### src/rtl/gpp_pkg.sv
/*
 * constants for the configurable 8-bit general purpose port: widths,
 * reset values and the pin mode enumeration.
 * assumes nothing beyond a systemverilog compiler.
 */
package gpp_pkg;

    localparam int          GPP_WIDTH      = 8;         // pins in one port
    localparam logic [7:0]  GPP_DIR_RST    = 8'h00;     // direction reset value
    localparam logic [7:0]  GPP_OPT_RST    = 8'h00;     // option reset value
    localparam logic [7:0]  GPP_DATA_RST   = 8'h00;     // data latch reset value
    localparam logic [7:0]  GPP_ANALOG_CAP = 8'hFF;     // pins with analog capability
    localparam logic [7:0]  GPP_HSINK_CAP  = 8'h0F;     // pins with high sink drive
    localparam logic [1:0]  GPP_TRIG_FALL  = 2'h0;      // falling edge trigger code
    localparam logic [1:0]  GPP_TRIG_RISE  = 2'h1;      // rising edge trigger code
    localparam logic [1:0]  GPP_TRIG_LOW   = 2'h2;      // low level trigger code

    // per-pin operating mode decoded from direction, option and data
    typedef enum logic [2:0] {
        GPP_IN_PULLUP,
        GPP_IN_FLOAT,
        GPP_IN_IRQ,
        GPP_IN_ANALOG,
        GPP_OUT_OD,
        GPP_OUT_PP
    } gpp_mode_t;

endpackage : gpp_pkg

### src/rtl/gpp_port.sv
/*
 * configurable 8-bit general purpose port: direction, option and data
 * latches written by the cpu, pin cells per bit, and interrupt detection
 * with selectable trigger and global enable.
 * assumes one clock, synchronous active high reset, pins already
 * synchronous to clk_sys, and a cpu that strobes one write per cycle.
 */
// Overview of operation
// - input direction: read returns pad level
// - output direction: write latches, read returns latch
// - 000 gives input with pull-up, no interrupt
// - 001 gives input, no pull-up, no interrupt
// - 010 gives pull-up input feeding interrupts
// - 011 gives analog input where available
// - direction 1, option 0: open drain
// - direction 1, option 1: push-pull
// - open drain: data 1 leaves pin floating
// - interrupt needs irq mode and global enable
// - falling, rising or low trigger per port
// - analog pins feed converter input selection
// - peripherals never select pins by themselves
// - low power leaves pins; interrupts wake
// - four low pins sink high current
// - reset clears all three registers
// - bit n controls pin n
`timescale 1ns/100ps

module gpp_port
    import gpp_pkg::*;
#(
    parameter int         WIDTH      = GPP_WIDTH,       // pins in the port
    parameter logic [7:0] ANALOG_CAP = GPP_ANALOG_CAP,  // analog capable pins
    parameter logic [7:0] HSINK_CAP  = GPP_HSINK_CAP    // high sink pins
) (
    input  wire logic             clk_sys,             // system clock
    input  wire logic             sys_rst,             // sync reset, active high
    input  wire logic             dir_wr,              // write direction latches
    input  wire logic             opt_wr,              // write option latches
    input  wire logic             pin_data_bits_wr,    // write data latches
    input  wire logic [WIDTH-1:0] wr_data,             // cpu write data
    output      logic [WIDTH-1:0] dir_rd,              // direction readback
    output      logic [WIDTH-1:0] opt_rd,              // option readback
    output      logic [WIDTH-1:0] pin_data_bits_rd,    // data read value
    input  wire logic             global_irq_enable,   // enable bit of irq option reg
    input  wire logic [1:0]       trig_mode,           // port trigger selection
    input  wire logic             low_power,           // wait or stop active
    input  wire logic [WIDTH-1:0] pin_in,              // pad input levels
    output      logic [WIDTH-1:0] pin_out,             // pad output levels
    output      logic [WIDTH-1:0] pin_oe_n,            // pad drive enable, low drives
    output      logic [WIDTH-1:0] pullup_en,           // pull-up enables
    output      logic [WIDTH-1:0] high_sink,           // high sink drive selected
    output      logic [WIDTH-1:0] analog_sel,          // converter input selection
    output      logic             port_irq,            // interrupt request pulse or level
    output      logic             wake_req             // wake request in low power
);

    logic [WIDTH-1:0] dir_bits;                        // direction latches
    logic [WIDTH-1:0] opt_bits;                        // option latches
    logic [WIDTH-1:0] pin_data_bits;                   // data latches
    logic [WIDTH-1:0] irq_src;                         // pins in interrupt mode
    logic [WIDTH-1:0] read_bits;                       // per-pin read value
    logic [WIDTH-1:0] pin_prev;                        // last sampled pad level
    logic [WIDTH-1:0] src_prev;                        // last interrupt eligibility
    logic [WIDTH-1:0] hit;                             // per-pin trigger match
    logic             next_irq;                        // next interrupt output

    // direction latches, cleared on reset
    always_ff @(posedge clk_sys) begin
        if (sys_rst) begin
            dir_bits <= GPP_DIR_RST;
        end else if (dir_wr) begin
            dir_bits <= wr_data;
        end
    end

    // option latches, cleared on reset
    always_ff @(posedge clk_sys) begin
        if (sys_rst) begin
            opt_bits <= GPP_OPT_RST;
        end else if (opt_wr) begin
            opt_bits <= wr_data;
        end
    end

    // data latches; written whatever the direction, since inputs use them
    always_ff @(posedge clk_sys) begin
        if (sys_rst) begin
            pin_data_bits <= GPP_DATA_RST;
        end else if (pin_data_bits_wr) begin
            pin_data_bits <= wr_data;
        end
    end

    // one cell per pin; only the latches steer the pads, no peripheral
    // request takes a pin over
    genvar gi;
    generate
        for (gi = 0; gi < WIDTH; gi++) begin : g_pin
            gpp_pin_cell #(
                .ANALOG_OK (ANALOG_CAP[gi])
            ) u_cell (
                .dir_bit    (dir_bits[gi]),
                .opt_bit    (opt_bits[gi]),
                .data_bit   (pin_data_bits[gi]),
                .pin_in     (pin_in[gi]),
                .pin_out    (pin_out[gi]),
                .pin_oe_n   (pin_oe_n[gi]),
                .pullup_en  (pullup_en[gi]),
                .analog_sel (analog_sel[gi]),
                .irq_src    (irq_src[gi]),
                .read_bit   (read_bits[gi]),
                .mode       ()
            );
            // high sink only applies while the pin is an output, open drain included
            assign high_sink[gi] = HSINK_CAP[gi] && dir_bits[gi];
        end
    endgenerate

    assign dir_rd           = dir_bits;
    assign opt_rd           = opt_bits;
    assign pin_data_bits_rd = read_bits;

    // history of pad levels and eligibility for edge detection
    always_ff @(posedge clk_sys) begin
        if (sys_rst) begin
            pin_prev <= '1;
            src_prev <= '0;
        end else begin
            pin_prev <= pin_in;
            src_prev <= irq_src;
        end
    end

    // trigger match; an edge counts only if the pin was already eligible
    always_comb begin
        hit = '0;
        unique case (trig_mode)
            GPP_TRIG_FALL: hit = pin_prev & ~pin_in & src_prev;
            GPP_TRIG_RISE: hit = ~pin_prev & pin_in & src_prev;
            GPP_TRIG_LOW:  hit = ~pin_in;
            default:       hit = '0;                              // unused code
        endcase
        next_irq = global_irq_enable && |(hit & irq_src);
    end

    // registered request; pins keep their state through low power
    always_ff @(posedge clk_sys) begin
        if (sys_rst) begin
            port_irq <= 1'b0;
        end else begin
            port_irq <= next_irq;
        end
    end

    // wake only from low power, and only with interrupts enabled
    assign wake_req = low_power && port_irq;

endmodule : gpp_port

### src/rtl/gpp_pin_cell.sv
/*
 * one pin of the port: decodes its mode from the three control bits and
 * drives pad enables, pull-up, analog select and the interrupt source.
 * assumes pin_in is already synchronous to clk_sys.
 */
`timescale 1ns/100ps

module gpp_pin_cell
    import gpp_pkg::*;
#(
    parameter bit ANALOG_OK = 1'b1                   // pin has a converter path
) (
    input  wire logic      dir_bit,                  // direction control bit
    input  wire logic      opt_bit,                  // option control bit
    input  wire logic      data_bit,                 // data latch bit
    input  wire logic      pin_in,                   // pad input level
    output      logic      pin_out,                  // pad output level
    output      logic      pin_oe_n,                 // pad drive enable, low drives
    output      logic      pullup_en,                // pull-up enable
    output      logic      analog_sel,               // route pad to converter
    output      logic      irq_src,                  // pin eligible for interrupt
    output      logic      read_bit,                 // value seen by a data read
    output      gpp_mode_t mode                      // decoded mode
);

    // mode decode, one row per mode
    always_comb begin
        unique case ({dir_bit, opt_bit, data_bit})
            3'b000:  mode = GPP_IN_PULLUP;
            3'b001:  mode = GPP_IN_FLOAT;
            3'b010:  mode = GPP_IN_IRQ;
            3'b011:  mode = GPP_IN_ANALOG;
            3'b100,
            3'b101:  mode = GPP_OUT_OD;
            default: mode = GPP_OUT_PP;
        endcase
    end

    // pad drivers; open drain only ever drives low
    always_comb begin
        pin_out  = data_bit;
        pin_oe_n = 1'b1;
        if (mode == GPP_OUT_PP) begin
            pin_oe_n = 1'b0;
        end else if (mode == GPP_OUT_OD) begin
            pin_out  = 1'b0;
            pin_oe_n = data_bit;
        end
    end

    assign pullup_en  = (mode == GPP_IN_PULLUP) || (mode == GPP_IN_IRQ);
    assign analog_sel = ANALOG_OK && (mode == GPP_IN_ANALOG);
    assign irq_src    = (mode == GPP_IN_IRQ);
    // inputs read the pad, outputs read the latch
    assign read_bit   = dir_bit ? data_bit : pin_in;

endmodule : gpp_pin_cell

### config.mk
export PLATFORM = sky130hd
export DESIGN_NAME = gpp_port
export DESIGN_NICKNAME = d
export VERILOG_FILES = /design/src/rtl/gpp_pkg.sv /design/src/rtl/gpp_port.sv /design/src/rtl/gpp_pin_cell.sv
export SDC_FILE = /design/constraint.sdc
export NUM_CORES = 1
export LEC_CHECK = 0
export ABC_AREA = 1
export BUFFER_PORTS_ARGS = -buffer_cell sky130_fd_sc_hd__buf_2
export CAP_MARGIN = 30
export CORE_AREA = 4 4 80 82
export CTS_CLUSTER_DIAMETER = 40
export DETAILED_ROUTE_END_ITERATION = 8
export DIE_AREA = 0 0 84 86
export PLACE_DENSITY = 0.78
export SYNTH_ARGS = -nofsm -noshare
export SYNTH_HDL_FRONTEND = slang
export SYNTH_SLANG_ARGS = --single-unit
export TNS_END_PERCENT = 1
### constraint.sdc
create_clock -name clk_sys -period 1 [get_ports clk_sys]
set_input_delay 0.05 -clock clk_sys [delete_from_list [all_inputs] [get_ports clk_sys]]
set_output_delay 0.05 -clock clk_sys [all_outputs]
set_load 0.1 [all_outputs]
Yosys cells after proc, flatten, opt, wreduce, memory -nomap -nowiden
Cells that the tools add are included.
{"block": "word_totals", "out_inout_bits": 66, "word_cells": 172, "input_bits": 25, "reg_bits": 41}
{"block": "classes", "n_reduce_logical": 36, "n_mux": 49, "bitwise": 7, "n_eq_ne": 74}
{"cell": "one-hot mux 3 bit (5 select lines)", "count": 8}
{"cell": "== test 3 x 2 -> 1 bit, second input constant", "count": 32}
{"cell": "== test 3 bit, second input constant", "count": 32}
{"cell": "zero test 3 bit", "count": 16}
{"cell": "bitwise AND 8 bit", "count": 5}
{"cell": "two-way mux 1 bit", "count": 40}
{"cell": "== test 3 x 1 -> 1 bit, second input constant", "count": 8}
{"cell": "one-hot mux 8 bit (3 select lines)", "count": 1}
{"cell": "NOT 8 bit", "count": 2}
{"cell": "OR reduction 2 bit", "count": 8}
{"cell": "logical OR 1 bit", "count": 8}
{"cell": "OR reduction 8 bit", "count": 1}
{"cell": "== test 2 x 1 -> 1 bit, second input constant", "count": 1}
{"cell": "== test 2 bit, second input constant", "count": 1}
{"cell": "logical AND 1 bit", "count": 2}
{"cell": "zero test 2 bit", "count": 1}

Depth between registers and ports, before layout
Gate-level depths: netlist of run 1.
{"block": "depth", "ltp_word": 7, "depth_mapped": 9, "mapped_depth_nobuf": 9}

Hierarchy
Synthesis of run 1 repeated with hierarchy kept, for this count alone.
{"block": "hier_totals", "hier_cells": 391, "hier_area_um2": 2377.3}
{"module": "gpp_port", "seq_area_each_um2": 820.8, "instances": 1, "cells_each": 255, "area_per_inst_um2": 1736.7}
{"module": "gpp_pin_cell", "seq_area_each_um2": 0.0, "instances": 8, "cells_each": 17, "area_per_inst_um2": 80.1}

Least setup slack after synthesis of run 1
No wires, ideal clock.
{"block": "synth_timing", "path_type": "register to output", "start": "register port_irq", "end": "output port wake_req", "setup_slack_ns": -0.704, "arrival_time_ns": 1.654, "path_stages_with_launch": 3, "path_buffers": 0, "required_time_ns": 0.950, "cell_sequence": "dfxtp_1 > nand2_1 > inv_1"}
{"block": "synth_between", "elab_chain_cells": 1}
{"element": "start: declaration", "line_no": "gpp_port.sv:53", "text": "output logic port_irq,"}
{"element": "start signal: assignment", "line_no": "gpp_port.sv:151", "text": "port_irq <= next_irq;"}
{"element": "logical AND 1 bit", "line_no": "gpp_port.sv:156", "text": "assign wake_req = low_power && port_irq;"}
{"element": "end: declaration", "line_no": "gpp_port.sv:54", "text": "output logic wake_req"}
Every way passes these cells.

Worst setup path after layout of run 1
{"block": "layout_timing", "start": "register dir_bits[1], in the netlist dir_rd[1]", "end": "output port analog_sel[1]"}
{"block": "layout_between", "elab_chain_cells": 4, "elab_cells_between_ends": 9, "cone_classes": "6 x eq/ne; 1 x mux; 2 x reduce/logical"}
{"element": "start: declaration", "line_no": "gpp_port.sv:57", "text": "logic [WIDTH-1:0] dir_bits;"}
{"element": "start signal: assignment", "line_no": "gpp_port.sv:72", "text": "dir_bits <= wr_data;"}
{"element": "== test 3 bit", "line_no": "gpp_pin_cell.sv:28", "text": "unique case ({dir_bit, opt_bit, data_bit})"}
{"element": "OR reduction 2 bit", "line_no": "gpp_pin_cell.sv:28"}
{"element": "one-hot mux 3 bit (5 select lines) *", "line_no": "gpp_pin_cell.sv:28"}
{"element": "== test 3 x 2 -> 1 bit *", "line_no": "gpp_pin_cell.sv:52", "text": "assign analog_sel = ANALOG_OK && (mode == GPP_IN_ANALOG);"}
{"element": "end: declaration", "line_no": "gpp_port.sv:52", "text": "output logic [WIDTH-1:0] analog_sel,"}
Mark *: on every way between the ends. The rest lies on a longest branch, timed or not.

==> qor.txt, run 1 <==
OUTCOME
------------------------------------------------------------------------------------------
Result of the run                                                             finished with violations
Violations in the final reports                                               setup timing

LOGIC SYNTHESIS
------------------------------------------------------------------------------------------
Primary FF master, synth                                                           dfxtp_1
Total number of yosys warnings                                                           0
Commonest cells in the synthesized netlist                                    78 x nand2_1, 64 x buf_4, 42 x o21ai_0, 41 x dfxtp_1, 40 x inv_1
Compound-Gate Fraction of Synth Area                                                 0.139
Share of async-settable or async-resettable flops after synthesis                        0
Cell with the most instances after synthesis                                       nand2_1
Fraction of synthesized cell area in xor and xnor cells                                  0
Synth top area cells                                                          dfxtp_1 33%, buf_4 19%, nand2_1 12%, o21ai_0 8.5%, inv_1 6.1%
Register area share after synthesis                                                  0.332
EDFF count, synth                                                                        0
Flop and latch count out of synthesis                                                   41
Area share of the largest cell type after synthesis                                  0.332
Main combinational cell family by area after synthesis                        buffers and inverters
Netlist area before placement                                                     2470 µm²
Synthesized area per cell                                                         6.68 µm²
Leading area contributor after synthesis                                           dfxtp_1
Number of instances in the synthesized netlist                                         370
Synthesized-area fraction occupied by adder cells                                        0
Area fraction in and, or, nand and nor cells after synthesis                         0.243
Fraction of synthesized area in multiplexers                                             0
Number of distinct library cells after synthesis                                        21

GRT
------------------------------------------------------------------------------------------
Number of global-route vias before repair                                             2777
Met1 global-route usage                                                              0.319
Layer with the highest usage after global routing                                     met2
Met3 track utilization from global routing                                          0.0509
Pin count of the biggest net entering global routing                                    18
Initial antenna violation count                                                          0
GRT Util Overall                                                                     0.271
Congestion Overflow GR                                                                   0
Global-route wire length before repair                                             15.4 mm
Grt met2 use                                                                         0.486

WORST SETUP PATH
------------------------------------------------------------------------------------------
Count of cells along the worst register-to-register path                                 7
Cell class contributing the biggest share of worst-path delay                   flip-flops
Reg2reg start                                                                    dir_rd[1]
Critical path start-end classification                                          reg -> out
End of the worst register-to-register path                                        port_irq
CP cell instances                                                             nor3_4 > buf_6 > buf_12
Worst reg2reg setup slack                                                         -0.29 ns
Worst Path Buf+Inv                                                                       2
Endpoint type of the worst setup path                                         primary output
Top fanout value on the critical path                                                    6
Type of element launching the critical path                                           flop
Data arrival time of the critical path                                             1.27 ns
Required time at the worst-slack endpoint                                          0.95 ns
Largest stage delay, worst path                                                    0.40 ns
Depth of the critical timing path with buffers and inverters included                    3
CP max-delay cell                                                                  dfxtp_4

TIMING
------------------------------------------------------------------------------------------
Part of the cycle the worst path needs                                                1.32
Max-slew violation total from the final report                                           0
Final setup skew                                                                 0.0157 ns
Timing-limited maximum frequency                                                   758 MHz
Worst Slack Setup Final                                                          -0.319 ns
RSZ-0062 raised after global routing                                                   yes
Time the worst path needs with I/O delays and setup                                1.32 ns
Final setup fails                                                                       66
Final-report hold violation count                                                        0

WORST HOLD PATH
------------------------------------------------------------------------------------------
Hold Path Sink                                                                 pin_prev[6]
Worst min path class                                                             in -> reg
Worst hold path cell count                                                               3
Hold wc startpoint                                                               pin_in[6]

POWER
------------------------------------------------------------------------------------------
Cell Pwr Density                                                               1420 nW/µm²
Peak supply drop                                                                 0.00135 V
Cell leakage power                                                                 2.08 nW
Post-layout total power                                                            6.41 mW

ROUTE
------------------------------------------------------------------------------------------
Post-detailed-route via-to-cell ratio                                                 5.58
First-pass iteration count of the detailed router                                        5
DRC violations left                                                                      0
Detail Route Antenna Nets                                                                0
DRT iter0 DRCs                                                                         422
Vias post-DR                                                                          3026
Final routed wire length divided by cell count                                     21.4 µm
Routed Wire Length                                                                 11.6 mm

CLOCK TREE
------------------------------------------------------------------------------------------
Number of buffers on the longest clock path                                              2
Clock edge transition at the registers on the reported setup and hold paths        0.09 ns
Clk_lat worst skew                                                                 0.32 ns
Total number of H-tree levels                                                            2
Total clock buffers created by CTS                                                       5
Count of clock tree sinks                                                               41
TritonCTS clock tree                                                                   yes
Root buf cell                                                                     clkbuf_8

FLOORPLANNING
------------------------------------------------------------------------------------------
Standard cell core area                                                           5750 µm²
Die area                                                                          7220 µm²
Die width                                                                            84 µm
Number of standard-cell rows in the floorplan                                           28
DIE HEIGHT                                                                           86 µm
Starting Density                                                                     0.430
I/O Pins                                                                                91

CELLS AND AREA
------------------------------------------------------------------------------------------
Core Util, Final                                                                     0.785
Area delta synth->final                                                              82.7%
Antenna diodes                                                                           0
Post-layout nets                                                                       491
Post-layout instance count excluding filler cells                                      542
Fraction of final layout cells sized beyond drive strength 1                         0.535
Cell area after layout                                                            4510 µm²

PLACED DESIGN
------------------------------------------------------------------------------------------
Number of buffers inserted by port buffering                                            86
Detailed placer's ending HPWL                                                      5.77 mm
Post-Place Cells                                                                       508
Dpl cell area                                                                     3790 µm²
Gpl congestion                                                                       0.845

FLOW RUN
------------------------------------------------------------------------------------------
Number of maximum-capacitance constraint violations                                      0

## state kept, by name, summed over array words and instances (netlist names)
signal         cells
dir_rd             8
pin_prev           8
opt_rd             8
port_irq           1
src_prev           8
pin_data_bits      8
## per-stage QoR
step                      hold slack (ns)  setup WS, ns  TNS (ns)
after floorplan                     0.155       -0.0178   -0.0734
after global placement              0.276       -0.0283   -0.0325
after detailed placement            0.287       -0.0665    -0.433
after CTS                         0.00173        -0.252     -9.68
after global routing               0.0513        -0.356    -13.84
final                              0.0201        -0.319    -12.59
## routing by layer
metal	vias to the layer above	share of wire
li1	1295	-
met1	1446	0.37
met2	229	0.50
met3	56	0.079
met4	0	0.052
met5	-	0
## worst register-to-register path, cell delays in order (launching register included)
cell and delay, ns:
dfxtp_4 0.44, buf_6 0.15, buf_4 0.14, nor3_4 0.04, nand2_1 0.07, nand2_1 0.09, nor2_1 0.18, a21oi_2 0.07
## cell usage in the layout (no fill, tap or decap), types with 6 or more instances in the layout
cell           instances
nor3_1                 6
dfxtp_2                7
o21ai_2               12
o21ai_0               26
buf_12                62
nand2_1               73
nor2_1                23
buf_2                 24
dfxtp_1               16
dlygate4sd3_1         11
dfxtp_4               18
inv_2                 11
inv_1                 23
a21oi_1               16
nor4_1                 6
buf_4                 46
nor3_2                 6
buf_6                 19
inv_4                  6
nor2_4                 8
clkbuf_8               7
## report_power, final
group          switching, mW  internal, mW
combinational           2.11          1.14
sequential             0.167          1.73
clock                  0.645         0.625
## timing repair
item	in CTS	in global routing
hold buffers	11	0
hold endpoints to repair	11	0
pin swaps	6	11
resized for setup	117	45
buffers inserted	6	11
setup endpoints to repair	60	65
## how the worst max path moves through the flow
stage / from / to
floorplan: dir_rd[7] / pin_data_bits_rd[7]
global placement: dir_rd[3] / port_irq
detailed placement: pin_data_bits[1] / analog_sel[1]
CTS: pin_data_bits[6] / analog_sel[6]
global route: dir_rd[6] / pin_out[6]
finish: dir_rd[1] / analog_sel[1]
## cell families after synthesis
| family | Yosys count |
|---|---|
| simple gates | 141 |
| compound gates | 68 |
| flops | 41 |
| other cells | 1 |
| buf+inv | 119 |
## area by class of cell
type / count / area (µm²)
Multi-Input combinational cell: 213 / 1190
Clock inverter: 1 / 5.00
Fill cell: 326 / 1230
Tap cell: 75 / 93.8
Sequential cell: 41 / 897
Inverter: 42 / 181
Clock buffer: 7 / 96.3
Timing Repair Buffer: 163 / 2050
Note: power is estimated with default switching activity, not from simulation.
==> inputs of run 2 (changes only) <==
- CELL_PAD_IN_SITES_DETAIL_PLACEMENT: not set -> 1
- CELL_PAD_IN_SITES_GLOBAL_PLACEMENT: not set -> 2
- CORE_AREA: 4 4 80 82 -> 4 4 109 111
- DIE_AREA: 0 0 84 86 -> 0 0 113 115
- PLACE_DENSITY: 0.78 -> 0.79
==> run 2 against run 1 <==
  * The flow still finishes with violations (setup timing)
  * Power down 5.1%
  * Clock power down 14%
  * Fmax up 1.7%
  * Design area down 1.4%
  * Hold slack worse by 0.012 ns
  * Global-route usage down 13 points
  * Cell count up 11%
  * Critical endpoint is now analog_sel[6]
  * Clock skew down 0.0060 ns
  * Wire length down 18%
  * Clock-buffer cell count down 1
  * Combinational power down 4%
==> qor.txt, run 2 (synthesis gave the netlist of run 1 again) <==
OUTCOME
------------------------------------------------------------------------------------------
Result of the run                                                             finished with violations
Violations in the final reports                                               setup timing

ROUTE
------------------------------------------------------------------------------------------
Post-detailed-route via-to-cell ratio                                                 4.32
First-pass iteration count of the detailed router                                        4
Detail Route Antenna Nets                                                                0
Final routed wire length divided by cell count                                     15.8 µm
Routed Wire Length                                                                 9.46 mm
DRC violations left                                                                      0
Vias post-DR                                                                          2594
DRT iter0 DRCs                                                                          69

CLOCK TREE
------------------------------------------------------------------------------------------
Root buf cell                                                                     clkbuf_8
TritonCTS clock tree                                                                   yes
Total number of H-tree levels                                                            2
Total clock buffers created by CTS                                                       5
Count of clock tree sinks                                                               41
Clk_lat worst skew                                                                 0.30 ns
Clock edge transition at the registers on the reported setup and hold paths        0.09 ns
Number of buffers on the longest clock path                                              2

WORST HOLD PATH
------------------------------------------------------------------------------------------
Worst hold path cell count                                                               3
Hold wc startpoint                                                              wr_data[3]
Hold Path Sink                                                                   dir_rd[3]
Worst min path class                                                             in -> reg

WORST SETUP PATH
------------------------------------------------------------------------------------------
Required time at the worst-slack endpoint                                          0.95 ns
Data arrival time of the critical path                                             1.25 ns
CP cell instances                                                             buf_6 > nor3_4 > buf_6 > buf_12
End of the worst register-to-register path                                        port_irq
Largest stage delay, worst path                                                    0.37 ns
Worst reg2reg setup slack                                                         -0.11 ns
CP max-delay cell                                                                  dfxtp_4
Cell class contributing the biggest share of worst-path delay                 buffers and inverters
Worst Path Buf+Inv                                                                       3
Count of cells along the worst register-to-register path                                 6
Endpoint type of the worst setup path                                         primary output
Type of element launching the critical path                                           flop
Critical path start-end classification                                          reg -> out
Cell with the most instances on the worst path                                       buf_6
Top fanout value on the critical path                                                    4
Reg2reg start                                                                    dir_rd[6]

PLACED DESIGN
------------------------------------------------------------------------------------------
Number of buffers inserted by port buffering                                            86
Gpl congestion                                                                       0.750
Post-Place Cells                                                                       589
Detailed placer's ending HPWL                                                      7.13 mm

FLOORPLANNING
------------------------------------------------------------------------------------------
Die area                                                                         13000 µm²
Starting Density                                                                     0.229
I/O Pins                                                                                91
Number of standard-cell rows in the floorplan                                           38
Standard cell core area                                                          10800 µm²
Die width                                                                           113 µm
DIE HEIGHT                                                                          115 µm

TIMING
------------------------------------------------------------------------------------------
Max-slew violation total from the final report                                           0
Part of the cycle the worst path needs                                                1.30
Final setup skew                                                                0.00972 ns
Final setup fails                                                                       55
RSZ-0062 raised after global routing                                                   yes
Time the worst path needs with I/O delays and setup                                1.30 ns
Worst Slack Setup Final                                                          -0.297 ns
Setup TNS                                                                         -9.40 ns
Timing-limited maximum frequency                                                   771 MHz
Final-report hold violation count                                                        0

POWER
------------------------------------------------------------------------------------------
Comb power frac                                                                      0.514
Seq pwr share                                                                        0.306
Net switching power figure                                                         2.76 mW
Cell leakage power                                                                 2.04 nW
Peak supply drop                                                                0.000572 V
Post-layout total power                                                            6.08 mW
Cell Pwr Density                                                               1370 nW/µm²
Internal power                                                                     3.32 mW
Sw frac                                                                              0.454
Clock power frac                                                                     0.179

GRT
------------------------------------------------------------------------------------------
Pin count of the biggest net entering global routing                                    20
Congestion Overflow GR                                                                   0
Initial antenna violation count                                                          0
Global-route wire length before repair                                             14.9 mm
Number of global-route vias before repair                                             2803
GRT Util Overall                                                                     0.145

FLOW RUN
------------------------------------------------------------------------------------------
Number of maximum-capacitance constraint violations                                      0

CELLS AND AREA
------------------------------------------------------------------------------------------
Antenna diodes                                                                           0
Fraction of final layout cells sized beyond drive strength 1                         0.539
Post-layout nets                                                                       484
Highest-count cells in the layout ignoring fill and taps                      73 x nand2_1, 61 x buf_12, 49 x buf_4
Leading cell type in the layout, fill and taps excluded                            nand2_1
Fill cell instance count of the final layout                                          1257
Area delta synth->final                                                              80.2%
Post-layout instance count excluding filler cells                                      600
Core Util, Final                                                                     0.412

-- run 2: cell count changes in the layout (fill, tap and decap cells not counted), moves of 3 or more --
cell           before  now
o21ai_2            12    7
nor2_4              8    5
o21ai_1             5   11
dlygate4sd3_1      11    1
buf_4              46   49
dfxtp_2             7   10
nor2_2              3    7
-- run 2: repair_timing --
item | 4_1_cts | 5_1_grt
gates resized for setup | 104 | 42
hold buffers | 1 | 0
endpoints found under the hold margin | 1 | 0
pin swaps | 5 | 5
setup endpoints to repair | 57 | 64
setup buffers | 2 | 0
-- run 2: worst max-delay path by stage --
| stage | depth (start not counted) | to | start | slack (ns) |
|---|---|---|---|---|
| 2_1_floorplan | 4 | pin_data_bits_rd[7] | dir_rd[7] | -0.02 |
| 6_report | 4 | analog_sel[6] | dir_rd[6] | -0.30 |
| 3_3_place_gp | 4 | pin_data_bits_rd[6] | dir_rd[6] | -0.11 |
| 4_1_cts | 5 | analog_sel[6] | opt_rd[6] | -0.32 |
| 3_5_place_dp | 4 | pin_data_bits_rd[6] | dir_rd[6] | -0.13 |
| 5_1_grt | 4 | pin_oe_n[7] | opt_rd[7] | -0.37 |
-- run 2: power by group through the flow --
stage	registers, mW	clock network (mW)	logic, mW
final	1.86	1.09	3.13
after global placement	1.85	0	2.94
after CTS	1.85	1.10	3.09
after global routing	1.88	1.23	3.26
after floorplan	1.83	0	1.98
after detailed placement	1.86	0	2.98
-- run 2: routing by layer --
layer	GRT usage	part of all wire	vias to the layer above	routed length, µm
met3	0.0274	0.038	7	361
met2	0.273	0.54	55	5100
met5	0	0	-	0
li1	-	-	1274	-
met1	0.170	0.41	1258	3910
met4	0.0329	0.0090	0	85
-- run 2: worst reg2reg max path, stage by stage (launching register included) --
cell and delay, ns:
dfxtp_4 0.37, buf_4 0.14, nor3_1 0.20, nand2_1 0.08, nand2_1 0.08, nor2_2 0.05, a21oi_2 0.13
-- run 2: area by class of cell --
cell class,count,area (µm²),area share
tap,140,175,0.0393
timing repair buffer,156,1970,0.443
clock inverter,2,10.0,0.00225
multi-input combinational,213,1160,0.260
clock buffer,6,72.6,0.0163
sequential,41,893,0.201
inverter,42,171,0.0385
-- run 2: metrics by stage --
step	area, µm²	worst slack, ns	hold WS, ns
after CTS	4330	-0.320	0.00187
final	4450	-0.297	0.00778
after global placement	3990	-0.110	0.285
after floorplan	2510	-0.0178	0.155
after global routing	4450	-0.367	0.0230
after detailed placement	3990	-0.130	0.298
